**src/hdl/bgw_pkg.sv**
```systemverilog
/*
 Package for the block gap and wakeup control block: register indices,
 field layouts, reset values, interrupt bit positions and transfer states.
 Assumes a 32-bit AHB-Lite register bus where each register index occupies
 one aligned word at byte address four times the index.
*/
package bgw_pkg;

	// Register indices; byte address is four times the index
	localparam logic [7:0] IDX_GAP_CTRL = 8'h2A;
	localparam logic [7:0] IDX_WAKE_EN  = 8'h2B;
	localparam logic [7:0] IDX_MODE     = 8'h38;
	localparam logic [7:0] IDX_IRQ_STS  = 8'h39;
	localparam logic [7:0] IDX_IRQ_CLR  = 8'h3A;
	localparam logic [7:0] IDX_IRQ_EN   = 8'h3B;
	localparam logic [7:0] IDX_XFER_STS = 8'h3C;

	localparam int unsigned DEC_W   = 10;
	localparam int unsigned GAP_W   = 4;
	localparam int unsigned WAKE_W  = 3;
	localparam int unsigned MODE_W  = 3;
	localparam int unsigned IRQ_W   = 3;
	localparam int unsigned XSTS_W  = 3;

	// Transfer gap control; reserved bits 7..4 are not stored
	typedef struct packed {
		logic int_at_gap;
		logic rw_en;
		logic cont;
		logic stop;
	} bgw_gap_s;

	typedef struct packed {
		logic on_remove;
		logic on_insert;
		logic on_cardint;
	} bgw_wake_s;

	// Link mode: second-generation serial bus, I/O card, 4-bit data width
	typedef struct packed {
		logic uhs2;
		logic io_card;
		logic bus4;
	} bgw_mode_s;

	typedef logic [IRQ_W-1:0] bgw_irq_t;

	localparam bgw_gap_s  GAP_RST  = 4'h0;
	localparam bgw_wake_s WAKE_RST = 3'h0;
	localparam bgw_mode_s MODE_RST = 3'h0;
	localparam bgw_irq_t  IRQ_RST  = 3'h0;

	// Interrupt status bit positions
	localparam int unsigned IRQ_GAP  = 0;
	localparam int unsigned IRQ_CARD = 1;
	localparam int unsigned IRQ_WAKE = 2;

	// Transfer status bit positions
	localparam int unsigned XS_HALTED = 0;
	localparam int unsigned XS_RESUMING = 1;
	localparam int unsigned XS_SR_OK = 2;

	typedef enum logic [1:0] {
		XS_RUN    = 2'b00,
		XS_HALT   = 2'b01,
		XS_RESUME = 2'b10
	} bgw_xfer_e;

	localparam logic [1:0] HTRANS_NONSEQ_BIT = 2'h2;

endpackage

```
**src/hdl/bgw_ctrl.sv**
```systemverilog
/*
 Block gap and wakeup control: AHB-Lite register slave, gap halt and
 continue sequencing, read-wait or clock-stop hold, card interrupt sampling
 and wakeup event generation, with a sticky interrupt status.
 Assumes the transfer engine, normal interrupt status and card pins sit
 outside; engine and status inputs are on hclk, card pins are asynchronous.

// Operation
// [RULE1] In 4-bit I/O multi-block transfers, sample card interrupts only at gaps if enabled.
// [RULE2] Software leaves gap interrupt off for cards unable to interrupt mid-transfer.
// [RULE3] On insertion, software sets gap interrupt and read wait per card capability.
// [RULE4] Read wait enabled holds read data on DAT[2]; otherwise the card clock stops.
// [RULE5] With read wait disabled, suspend and resume are not supported.
// [RULE6] Software never enables read wait for a card lacking it.
// [RULE7] In second-generation serial mode read wait is off; DAT[2] carries interrupts.
// [RULE8] Clearing stop and writing continue restarts a transfer halted at a gap.
// [RULE9] Continue writes are discarded while stop stays set.
// [RULE10] Continue clears itself when data-line or write-transfer activity rises.
// [RULE11] A set gap event is resumed by continue; no event means transfer done.
// [RULE12] Removal wakeup enable raises wakeup when removal status asserts.
// [RULE13] Insertion wakeup enable raises wakeup when insertion status asserts.
// [RULE14] Card interrupt wakeup enable raises wakeup when card interrupt status asserts.
// [RULE15] Software sets card interrupt wakeup only if the card supports wakeup.
// [RULE16] Software keeps bus power on when card interrupt wakeup is wanted.
// [RULE17] Stop request halts the multi-block transfer at the next gap until continued.
// [RULE18] Reserved control and wakeup bits read zero and ignore writes.
*/
`timescale 1ns/10ps
module bgw_ctrl (
	// Clock and reset
	input  wire logic        hclk,
	input  wire logic        hresetn,
	// AHB-Lite slave
	input  wire logic        hsel,
	input  wire logic [31:0] haddr,
	input  wire logic [1:0]  htrans,
	input  wire logic        hwrite,
	input  wire logic [2:0]  hsize,
	input  wire logic [31:0] hwdata,
	input  wire logic        hready,
	output logic             hreadyout,
	output logic      [31:0] hrdata,
	output logic             hresp,
	// Transfer engine status
	input  wire logic        xfer_multi,
	input  wire logic        xfer_read,
	input  wire logic        blk_gap_pulse,
	input  wire logic        gap_window,
	input  wire logic        dat_line_active,
	input  wire logic        write_xfer_active,
	// Transfer engine control
	output logic             gap_hold,
	output logic             card_clk_stop,
	output logic             sr_allowed,
	// Normal interrupt status levels
	input  wire logic        sts_card_insert,
	input  wire logic        sts_card_remove,
	input  wire logic        sts_card_int,
	// Card link pins
	input  wire logic        card_clk,
	input  wire logic        dat1_i,
	input  wire logic        dat2_i,
	output logic             dat2_o,
	output logic             dat2_oe,
	// Events
	output logic             card_int_det,
	output logic             wake_event,
	output logic             irq
);

	bgw_pkg::bgw_gap_s  gap_q;
	bgw_pkg::bgw_wake_s wake_q;
	bgw_pkg::bgw_mode_s mode_q;
	bgw_pkg::bgw_irq_t  irq_sts_q;
	bgw_pkg::bgw_irq_t  irq_en_q;
	bgw_pkg::bgw_irq_t  irq_set;
	bgw_pkg::bgw_irq_t  irq_clr;
	bgw_pkg::bgw_xfer_e xs_q;
	bgw_pkg::bgw_xfer_e xs_d;
	bgw_pkg::bgw_gap_s  wgap;

	logic [bgw_pkg::DEC_W-1:0] waddr_q;
	logic [bgw_pkg::DEC_W-1:0] raddr_q;
	logic                      wr_pend_q;
	logic                      rd_pend_q;
	logic [31:0]               hrdata_q;
	logic                      addr_ok;
	logic [2:0]                pin_s;
	logic                      clk_prev_q;
	logic                      clk_rise;
	logic                      int_line;
	logic                      int_allow;
	logic                      int_low_q;
	logic                      card_int_q;
	logic [2:0]                wake_src;
	logic [2:0]                wake_prev_q;
	logic                      wake_q_evt;
	logic                      dat_prev_q;
	logic                      wxa_prev_q;
	logic                      restart_rise;
	logic                      rw_usable;
	logic                      dat2_oe_q;
	logic                      clk_stop_q;
	logic                      sr_q;
	logic                      gap_wr;
	logic                      gap_evt;

	function automatic logic reg_hit(input logic [bgw_pkg::DEC_W-1:0] a,
			input logic [7:0] idx);
		reg_hit = (a == {idx, 2'b00});
	endfunction

	// AHB-Lite: writes take no wait; reads take one so read data see the last write
	assign addr_ok   = hsel & hready & htrans[1];
	assign hreadyout = ~rd_pend_q;
	assign hrdata    = hrdata_q;
	assign hresp     = 1'b0;

	always_ff @(posedge hclk or negedge hresetn) begin
		if (!hresetn) begin
			wr_pend_q <= 1'b0;
			rd_pend_q <= 1'b0;
			waddr_q   <= '0;
			raddr_q   <= '0;
		end else begin
			wr_pend_q <= addr_ok & hwrite;
			rd_pend_q <= addr_ok & ~hwrite;
			if (addr_ok) begin
				waddr_q <= haddr[bgw_pkg::DEC_W-1:0];
				raddr_q <= haddr[bgw_pkg::DEC_W-1:0];
			end
		end
	end

	// Read data registered during the wait cycle; unmapped reads return zero
	always_ff @(posedge hclk or negedge hresetn) begin
		if (!hresetn) begin
			hrdata_q <= '0;
		end else if (rd_pend_q) begin
			hrdata_q <= '0;
			if (reg_hit(raddr_q, bgw_pkg::IDX_GAP_CTRL))
				hrdata_q[bgw_pkg::GAP_W-1:0] <= gap_q; // RULE18
			if (reg_hit(raddr_q, bgw_pkg::IDX_WAKE_EN))
				hrdata_q[bgw_pkg::WAKE_W-1:0] <= wake_q; // RULE18
			if (reg_hit(raddr_q, bgw_pkg::IDX_MODE))
				hrdata_q[bgw_pkg::MODE_W-1:0] <= mode_q;
			if (reg_hit(raddr_q, bgw_pkg::IDX_IRQ_STS))
				hrdata_q[bgw_pkg::IRQ_W-1:0] <= irq_sts_q;
			if (reg_hit(raddr_q, bgw_pkg::IDX_IRQ_EN))
				hrdata_q[bgw_pkg::IRQ_W-1:0] <= irq_en_q;
			if (reg_hit(raddr_q, bgw_pkg::IDX_XFER_STS)) begin
				hrdata_q[bgw_pkg::XS_HALTED]   <= (xs_q == bgw_pkg::XS_HALT);
				hrdata_q[bgw_pkg::XS_RESUMING] <= (xs_q == bgw_pkg::XS_RESUME);
				hrdata_q[bgw_pkg::XS_SR_OK]    <= sr_q;
			end
		end
	end

	assign gap_wr = wr_pend_q & reg_hit(waddr_q, bgw_pkg::IDX_GAP_CTRL);
	assign wgap   = bgw_pkg::bgw_gap_s'(hwdata[bgw_pkg::GAP_W-1:0]);

	// Restart seen as rising activity of the transfer direction in use
	assign restart_rise = xfer_read ? (dat_line_active & ~dat_prev_q)
		: (write_xfer_active & ~wxa_prev_q);

	always_ff @(posedge hclk or negedge hresetn) begin
		if (!hresetn) begin
			dat_prev_q <= 1'b0;
			wxa_prev_q <= 1'b0;
		end else begin
			dat_prev_q <= dat_line_active;
			wxa_prev_q <= write_xfer_active;
		end
	end

	// Gap control; continue is write-one, cleared by hardware on restart
	always_ff @(posedge hclk or negedge hresetn) begin
		if (!hresetn) begin
			gap_q <= bgw_pkg::GAP_RST;
		end else begin
			if (gap_q.cont && restart_rise)
				gap_q.cont <= 1'b0; // RULE10
			if (gap_wr) begin
				gap_q.int_at_gap <= wgap.int_at_gap;
				gap_q.rw_en      <= wgap.rw_en;
				gap_q.stop       <= wgap.stop; // RULE17
				// Judged on the stop value this same write leaves behind
				if (wgap.cont && !wgap.stop)
					gap_q.cont <= 1'b1; // RULE8 RULE9
			end
		end
	end

	always_ff @(posedge hclk or negedge hresetn) begin
		if (!hresetn) begin
			wake_q <= bgw_pkg::WAKE_RST;
			mode_q <= bgw_pkg::MODE_RST;
			irq_en_q <= bgw_pkg::IRQ_RST;
		end else if (wr_pend_q) begin
			if (reg_hit(waddr_q, bgw_pkg::IDX_WAKE_EN))
				wake_q <= bgw_pkg::bgw_wake_s'(hwdata[bgw_pkg::WAKE_W-1:0]); // RULE18
			if (reg_hit(waddr_q, bgw_pkg::IDX_MODE))
				mode_q <= bgw_pkg::bgw_mode_s'(hwdata[bgw_pkg::MODE_W-1:0]);
			if (reg_hit(waddr_q, bgw_pkg::IDX_IRQ_EN))
				irq_en_q <= hwdata[bgw_pkg::IRQ_W-1:0];
		end
	end

	// Gap sequencer
	assign gap_evt = (xs_q == bgw_pkg::XS_RUN) & blk_gap_pulse & xfer_multi & gap_q.stop;

	always_comb begin
		xs_d = xs_q;
		case (xs_q)
			bgw_pkg::XS_RUN: begin
				if (gap_evt)
					xs_d = bgw_pkg::XS_HALT; // RULE17
			end
			bgw_pkg::XS_HALT: begin
				if (gap_q.cont && !gap_q.stop)
					xs_d = bgw_pkg::XS_RESUME; // RULE8 RULE11
			end
			bgw_pkg::XS_RESUME: begin
				if (restart_rise)
					xs_d = bgw_pkg::XS_RUN;
			end
			default: xs_d = bgw_pkg::XS_RUN;
		endcase
	end

	always_ff @(posedge hclk or negedge hresetn) begin
		if (!hresetn)
			xs_q <= bgw_pkg::XS_RUN;
		else
			xs_q <= xs_d;
	end

	assign gap_hold = (xs_q == bgw_pkg::XS_HALT);

	// Read hold method; serial mode never uses read wait
	assign rw_usable = gap_q.rw_en & ~mode_q.uhs2; // RULE7

	always_ff @(posedge hclk or negedge hresetn) begin
		if (!hresetn) begin
			clk_stop_q <= 1'b0;
			sr_q       <= 1'b0;
		end else begin
			clk_stop_q <= gap_hold & xfer_read & ~rw_usable; // RULE4
			sr_q       <= rw_usable; // RULE5
		end
	end

	assign card_clk_stop = clk_stop_q;
	assign sr_allowed    = sr_q;

	// Card pins cross into hclk
	bgw_sync #(
		.W(3)
	) u_sync (
		.hclk    (hclk),
		.hresetn (hresetn),
		.async_i ({dat2_i, dat1_i, card_clk}),
		.sync_o  (pin_s)
	);

	always_ff @(posedge hclk or negedge hresetn) begin
		if (!hresetn)
			clk_prev_q <= 1'b0;
		else
			clk_prev_q <= pin_s[0];
	end

	assign clk_rise = pin_s[0] & ~clk_prev_q;

	// Read wait drive moves on card clock edges, but drops at once when disallowed
	always_ff @(posedge hclk or negedge hresetn) begin
		if (!hresetn)
			dat2_oe_q <= 1'b0;
		else if (clk_rise)
			dat2_oe_q <= gap_hold & xfer_read & rw_usable; // RULE4
		else
			dat2_oe_q <= dat2_oe_q & gap_hold & xfer_read & rw_usable; // RULE7
	end

	assign dat2_oe = dat2_oe_q;
	assign dat2_o  = 1'b0;

	// Card interrupt: low level on DAT[1], or on DAT[2] in serial mode
	assign int_line  = mode_q.uhs2 ? pin_s[2] : pin_s[1]; // RULE7
	assign int_allow = mode_q.uhs2 | ~(xfer_multi & mode_q.bus4 & mode_q.io_card)
		| (gap_q.int_at_gap & (gap_window | gap_hold)); // RULE1

	always_ff @(posedge hclk or negedge hresetn) begin
		if (!hresetn) begin
			int_low_q  <= 1'b0;
			card_int_q <= 1'b0;
		end else begin
			card_int_q <= clk_rise & ~int_line & int_allow & ~int_low_q; // RULE1
			if (clk_rise)
				int_low_q <= ~int_line & int_allow;
		end
	end

	assign card_int_det = card_int_q;

	// Wakeup on a rising enabled status, independent of card wake support
	assign wake_src = {sts_card_remove & wake_q.on_remove, // RULE12
		sts_card_insert & wake_q.on_insert, // RULE13
		sts_card_int & wake_q.on_cardint}; // RULE14

	always_ff @(posedge hclk or negedge hresetn) begin
		if (!hresetn) begin
			wake_prev_q <= '0;
			wake_q_evt  <= 1'b0;
		end else begin
			wake_prev_q <= wake_src;
			wake_q_evt  <= |(wake_src & ~wake_prev_q);
		end
	end

	assign wake_event = wake_q_evt;

	// Sticky status; a set in the clearing cycle survives
	always_comb begin
		irq_set = '0;
		irq_set[bgw_pkg::IRQ_GAP]  = gap_evt;
		irq_set[bgw_pkg::IRQ_CARD] = card_int_q;
		irq_set[bgw_pkg::IRQ_WAKE] = wake_q_evt;
		irq_clr = '0;
		if (wr_pend_q && reg_hit(waddr_q, bgw_pkg::IDX_IRQ_CLR))
			irq_clr = hwdata[bgw_pkg::IRQ_W-1:0];
	end

	always_ff @(posedge hclk or negedge hresetn) begin
		if (!hresetn)
			irq_sts_q <= bgw_pkg::IRQ_RST;
		else
			irq_sts_q <= (irq_sts_q & ~irq_clr) | irq_set;
	end

	assign irq = |(irq_sts_q & irq_en_q);
endmodule // bgw_ctrl

```
**src/hdl/bgw_sync.sv**
```systemverilog
/*
 Two-flop synchroniser, one lane per bit.
 Assumes inputs are asynchronous to hclk; only the second flop is visible.
*/
`timescale 1ns/10ps
module bgw_sync #(
	parameter int unsigned W = 3
) (
	// Clock and reset
	input  wire logic         hclk,
	input  wire logic         hresetn,
	// Asynchronous in, synchronous out
	input  wire logic [W-1:0] async_i,
	output logic      [W-1:0] sync_o
);

	genvar gi;
	generate
		for (gi = 0; gi < W; gi++) begin : g_lane
			logic meta_q;
			logic sync_q;
			always_ff @(posedge hclk or negedge hresetn) begin
				if (!hresetn) begin
					meta_q <= 1'b0;
					sync_q <= 1'b0;
				end else begin
					meta_q <= async_i[gi];
					sync_q <= meta_q;
				end
			end
			assign sync_o[gi] = sync_q;
		end
	endgenerate

endmodule // bgw_sync

```
**config.mk**
```make
export PLATFORM = sky130hd
export DESIGN_NAME = bgw_ctrl
export DESIGN_NICKNAME = d
export VERILOG_FILES = /design/src/hdl/bgw_pkg.sv /design/src/hdl/bgw_ctrl.sv /design/src/hdl/bgw_sync.sv
export SDC_FILE = /design/constraint.sdc
export NUM_CORES = 1
export LEC_CHECK = 0
export ABC_AREA = 1
export BUFFER_PORTS_ARGS = -buffer_cell sky130_fd_sc_hd__buf_2
export CAP_MARGIN = 20
export CORE_MARGIN = 4
export CORE_UTILIZATION = 41
export CTS_BUF_LIST = sky130_fd_sc_hd__clkbuf_16
export CTS_CLUSTER_DIAMETER = 200
export CTS_CLUSTER_SIZE = 8
export DETAILED_ROUTE_END_ITERATION = 6
export PLACE_DENSITY = 0.76
export SLEW_MARGIN = 20
export SYNTH_ARGS = -nofsm -noshare
export SYNTH_HDL_FRONTEND = slang
export SYNTH_SLANG_ARGS = --single-unit
export TNS_END_PERCENT = 5
```
**constraint.sdc**
```tcl
create_clock -name hclk -period 1.2 [get_ports hclk]
set_input_delay 0.12 -clock hclk [delete_from_list [all_inputs] [get_ports hclk]]
set_output_delay 0.12 -clock hclk [all_outputs]
set_load 0.03 [all_outputs]
```
==> results.cfg <==
[outcome]
outcome = finished, violations left
violations = setup timing

[routing]
initialDrtViolationCount = 110
drcViolationCount = 0
routed_wl_um = 5195
vias_per_cell = 4.616
ant_nets = 0
vias = 1971
wl_per_cell_um = 12.17
drt_first_pass_iters = 4

[clock_network]
cts_tree = built
clk_pin_slew_ns = 0.07
cts-root-buf = clkbuf_16
cts_buffers = 5
cts.sinks = 52
clk_latency_ns = 0.29
clockBufferDepth = 2
h-tree-depth = 2

[die]
row_count = 28
core-area_um2 = 5886
die_h_um = 85.77
initial_core_util_pct = 42.13
io_pins = 128
die_x_um = 85.77
dieArea_um2 = 7356

[sta]
holdWs_ns = 0.02691
setup_viol = 20
hold_violations = 0
slew_viol_final = 0
fin_crit_sh_pct = 115.6
max_freq_ghz = 0.7206
fin_ws_ns = -0.1877
min_period_ns = 1.388
skew_ns = 0.005520
finalSetupTns_ns = -1.951
rsz0062_at_grt = yes

[cells_and_area]
drive_gt1_share_pct = 30.40
final_cell_mix = nand2_1, dfrtp_1, buf_2
final_nets = 437
antenna_cells = 0
syn_to_final_growth_pct = 25.63
final_common_cell = nand2_1
final_cells = 427
utilization_pct = 52.93

[logic_synthesis]
seq_area_frac_synth_pct = 52.47
ys_warn_count = 0
synth_top_cell_area_share_pct = 52.47
ys_ff_latch = 52
postSynthCellCount = 277
async_flop_share_pct = 100.0
synth_edf_count = 0
yosys.cell_types.count = 27
netlist_top_cells_area = dfrtp_1, nand2_1, buf_4
yosysTopAreaCell = dfrtp_1
netlist_area_um2 = 2480
syn_area_per_cell_um2 = 8.953
ys.flop_type = dfrtp_1

[power]
power_uw = 4179
power_per_cell_area_nw_per_um2 = 1341
leakagePower_uw = 0.001629
ir_drop_uv = 869.6

[critical_path]
crit_required_ns = 1.39
crit_top_cell = nand2_1
cpMaxStageDelayCell = dfrtp_1
crit_buf_inv = 0
slowest_delay_ns = 0.41
cp_cell_sequence = nor2_4 > nand2_2 > nor2_4 > nand3_1 > nor2_1 > nor2_1 > nand2_1 > nand2_1 > nand2_1 > nand2_1
crit_end = hrdata[2]
path_delay_family = simple AND/OR/NAND/NOR gates
cp.arrival_ns = 1.58
worstReg2RegStart = raddr_q[1]
crit_path_max_fanout = 3
path_class = reg2reg
cp.depth = 10
start_kind = flip-flop
critPathCaptureType = flip-flop
r2r_slack_ns = -0.19
startpoint = raddr_q[1]
reg2regPathDepth = 10
r2r_end = hrdata[2]

[placed_design]
placedCellCount = 411
routabilityCongestion = 0.8342
dp_hpwl_um = 3871
port_buffers = 43

[global_route]
grt_pass1_wl_um = 8673
overflow = 0
met2_usage_pct = 26.13
met1_usage_pct = 17.77
grt_max_degree = 39
grt_use_met3_pct = 3.266
first_global_vias = 1983
antenna_found_initial = 0
top_usage_layer = met2
grtUsageTotal_pct = 14.95

[worst_hold_path]
hold_class = in2reg

[run]
drv_cap = 0
[worst register-to-register path, cell delays in order, from the launching register on]
cell     delay (ns)
dfrtp_1        0.41
nor2_4         0.15
nand2_2        0.11
nor2_4         0.12
nand3_1        0.11
nor2_1         0.12
nor2_1         0.05
nand2_1        0.06
nand2_1        0.06
nand2_1        0.06
nand2_1        0.04
[cell type report]
type / count / area [um^2]
clock buffer: 5 / 125.1
clock inverter: 3 / 46.29
fill: 535 / 2770
inverter: 31 / 116.4
multi-input combinational: 191 / 972.2
sequential: 52 / 1301
tap: 75 / 93.84
timing repair buffer: 70 / 460.4
[layer usage]
layer	share of wire (%)	vias up
met5	0	-
met4	2.0	0
met3	7.7	10
met2	51	80
met1	39	904
li1	-	977
[synthesized netlist by cell type, drive strengths merged, types with 2 or more instances]
library cell and instances:
nor2 33, inv 31, nor3 2, dfrtp 52, o21ai 19, o22ai 2, a21oi 5, nand3 7
o21a 2, nand2 68, nand4 14, buf 32, mux2 5
[worst min-delay path by stage]
stage                                    to  depth (start not counted)      start
finish                             gap_q[3]                          3  hwdata[3]
global route                       gap_q[3]                          3  hwdata[3]
CTS                                gap_q[3]                          3  hwdata[3]
detailed placement                int_low_q                          1    hresetn
global placement    u_sync.g_lane[0].meta_q                          1    hresetn
floorplan                     card_clk_stop                          0    hresetn
[logic make-up after synthesis]
| group | after synthesis | synth area share, % |
|---|---|---|
| multiplexers | 5 | 2.270 |
| AND/OR/NAND/NOR | 124 | 23.41 |
| AO/OA/AOI/OAI | 32 | 7.518 |
| buffers and inverters | 63 | 14.18 |
| flip-flops | 52 | 52.47 |
| other | 1 | 0.1512 |
[through the flow]
| step | worst slack, ns | instance area (um^2) |
|---|---|---|
| finish | -0.1877 | 3115 |
| global route | -0.2670 | 3115 |
| CTS | -0.1628 | 3094 |
| detailed placement | -0.1628 | 2825 |
| global placement | -0.1351 | 2825 |
| floorplan | -0.008519 | 2599 |
[what timing repair did]
| action | in CTS | in global routing |
|---|---|---|
| hold buffers | 7 | 0 |
| gates resized for setup | 10 | 4 |
| endpoints found under the hold margin | 20 | 0 |
| buffers inserted | 0 | 1 |
| pin swaps | 1 | 2 |
| setup endpoints to repair | 21 | 26 |
[report_power, final]
group	switching, uW	internal (uW)	leakage [uW]	total (uW)
clock	639	991	0.0000804	1630
combinational	391	236	0.000950	627
sequential	77.9	1840	0.000599	1920
total	1110	3070	0.00163	4180
[sequential cells by signal, summed over array words and instances, names as in the netlist, 2 cells and up]
name                  flops
hrdata                    4
irq_sts_q                 3
u_sync.g_lane.sync_q      3
wake_prev_q               3
irq_en_q                  3
gap_q                     4
mode_q                    3
wake_q                    3
u_sync.g_lane.meta_q      3
raddr_q                  10
xs_q                      2
Note: power is estimated with default switching activity, not from simulation.
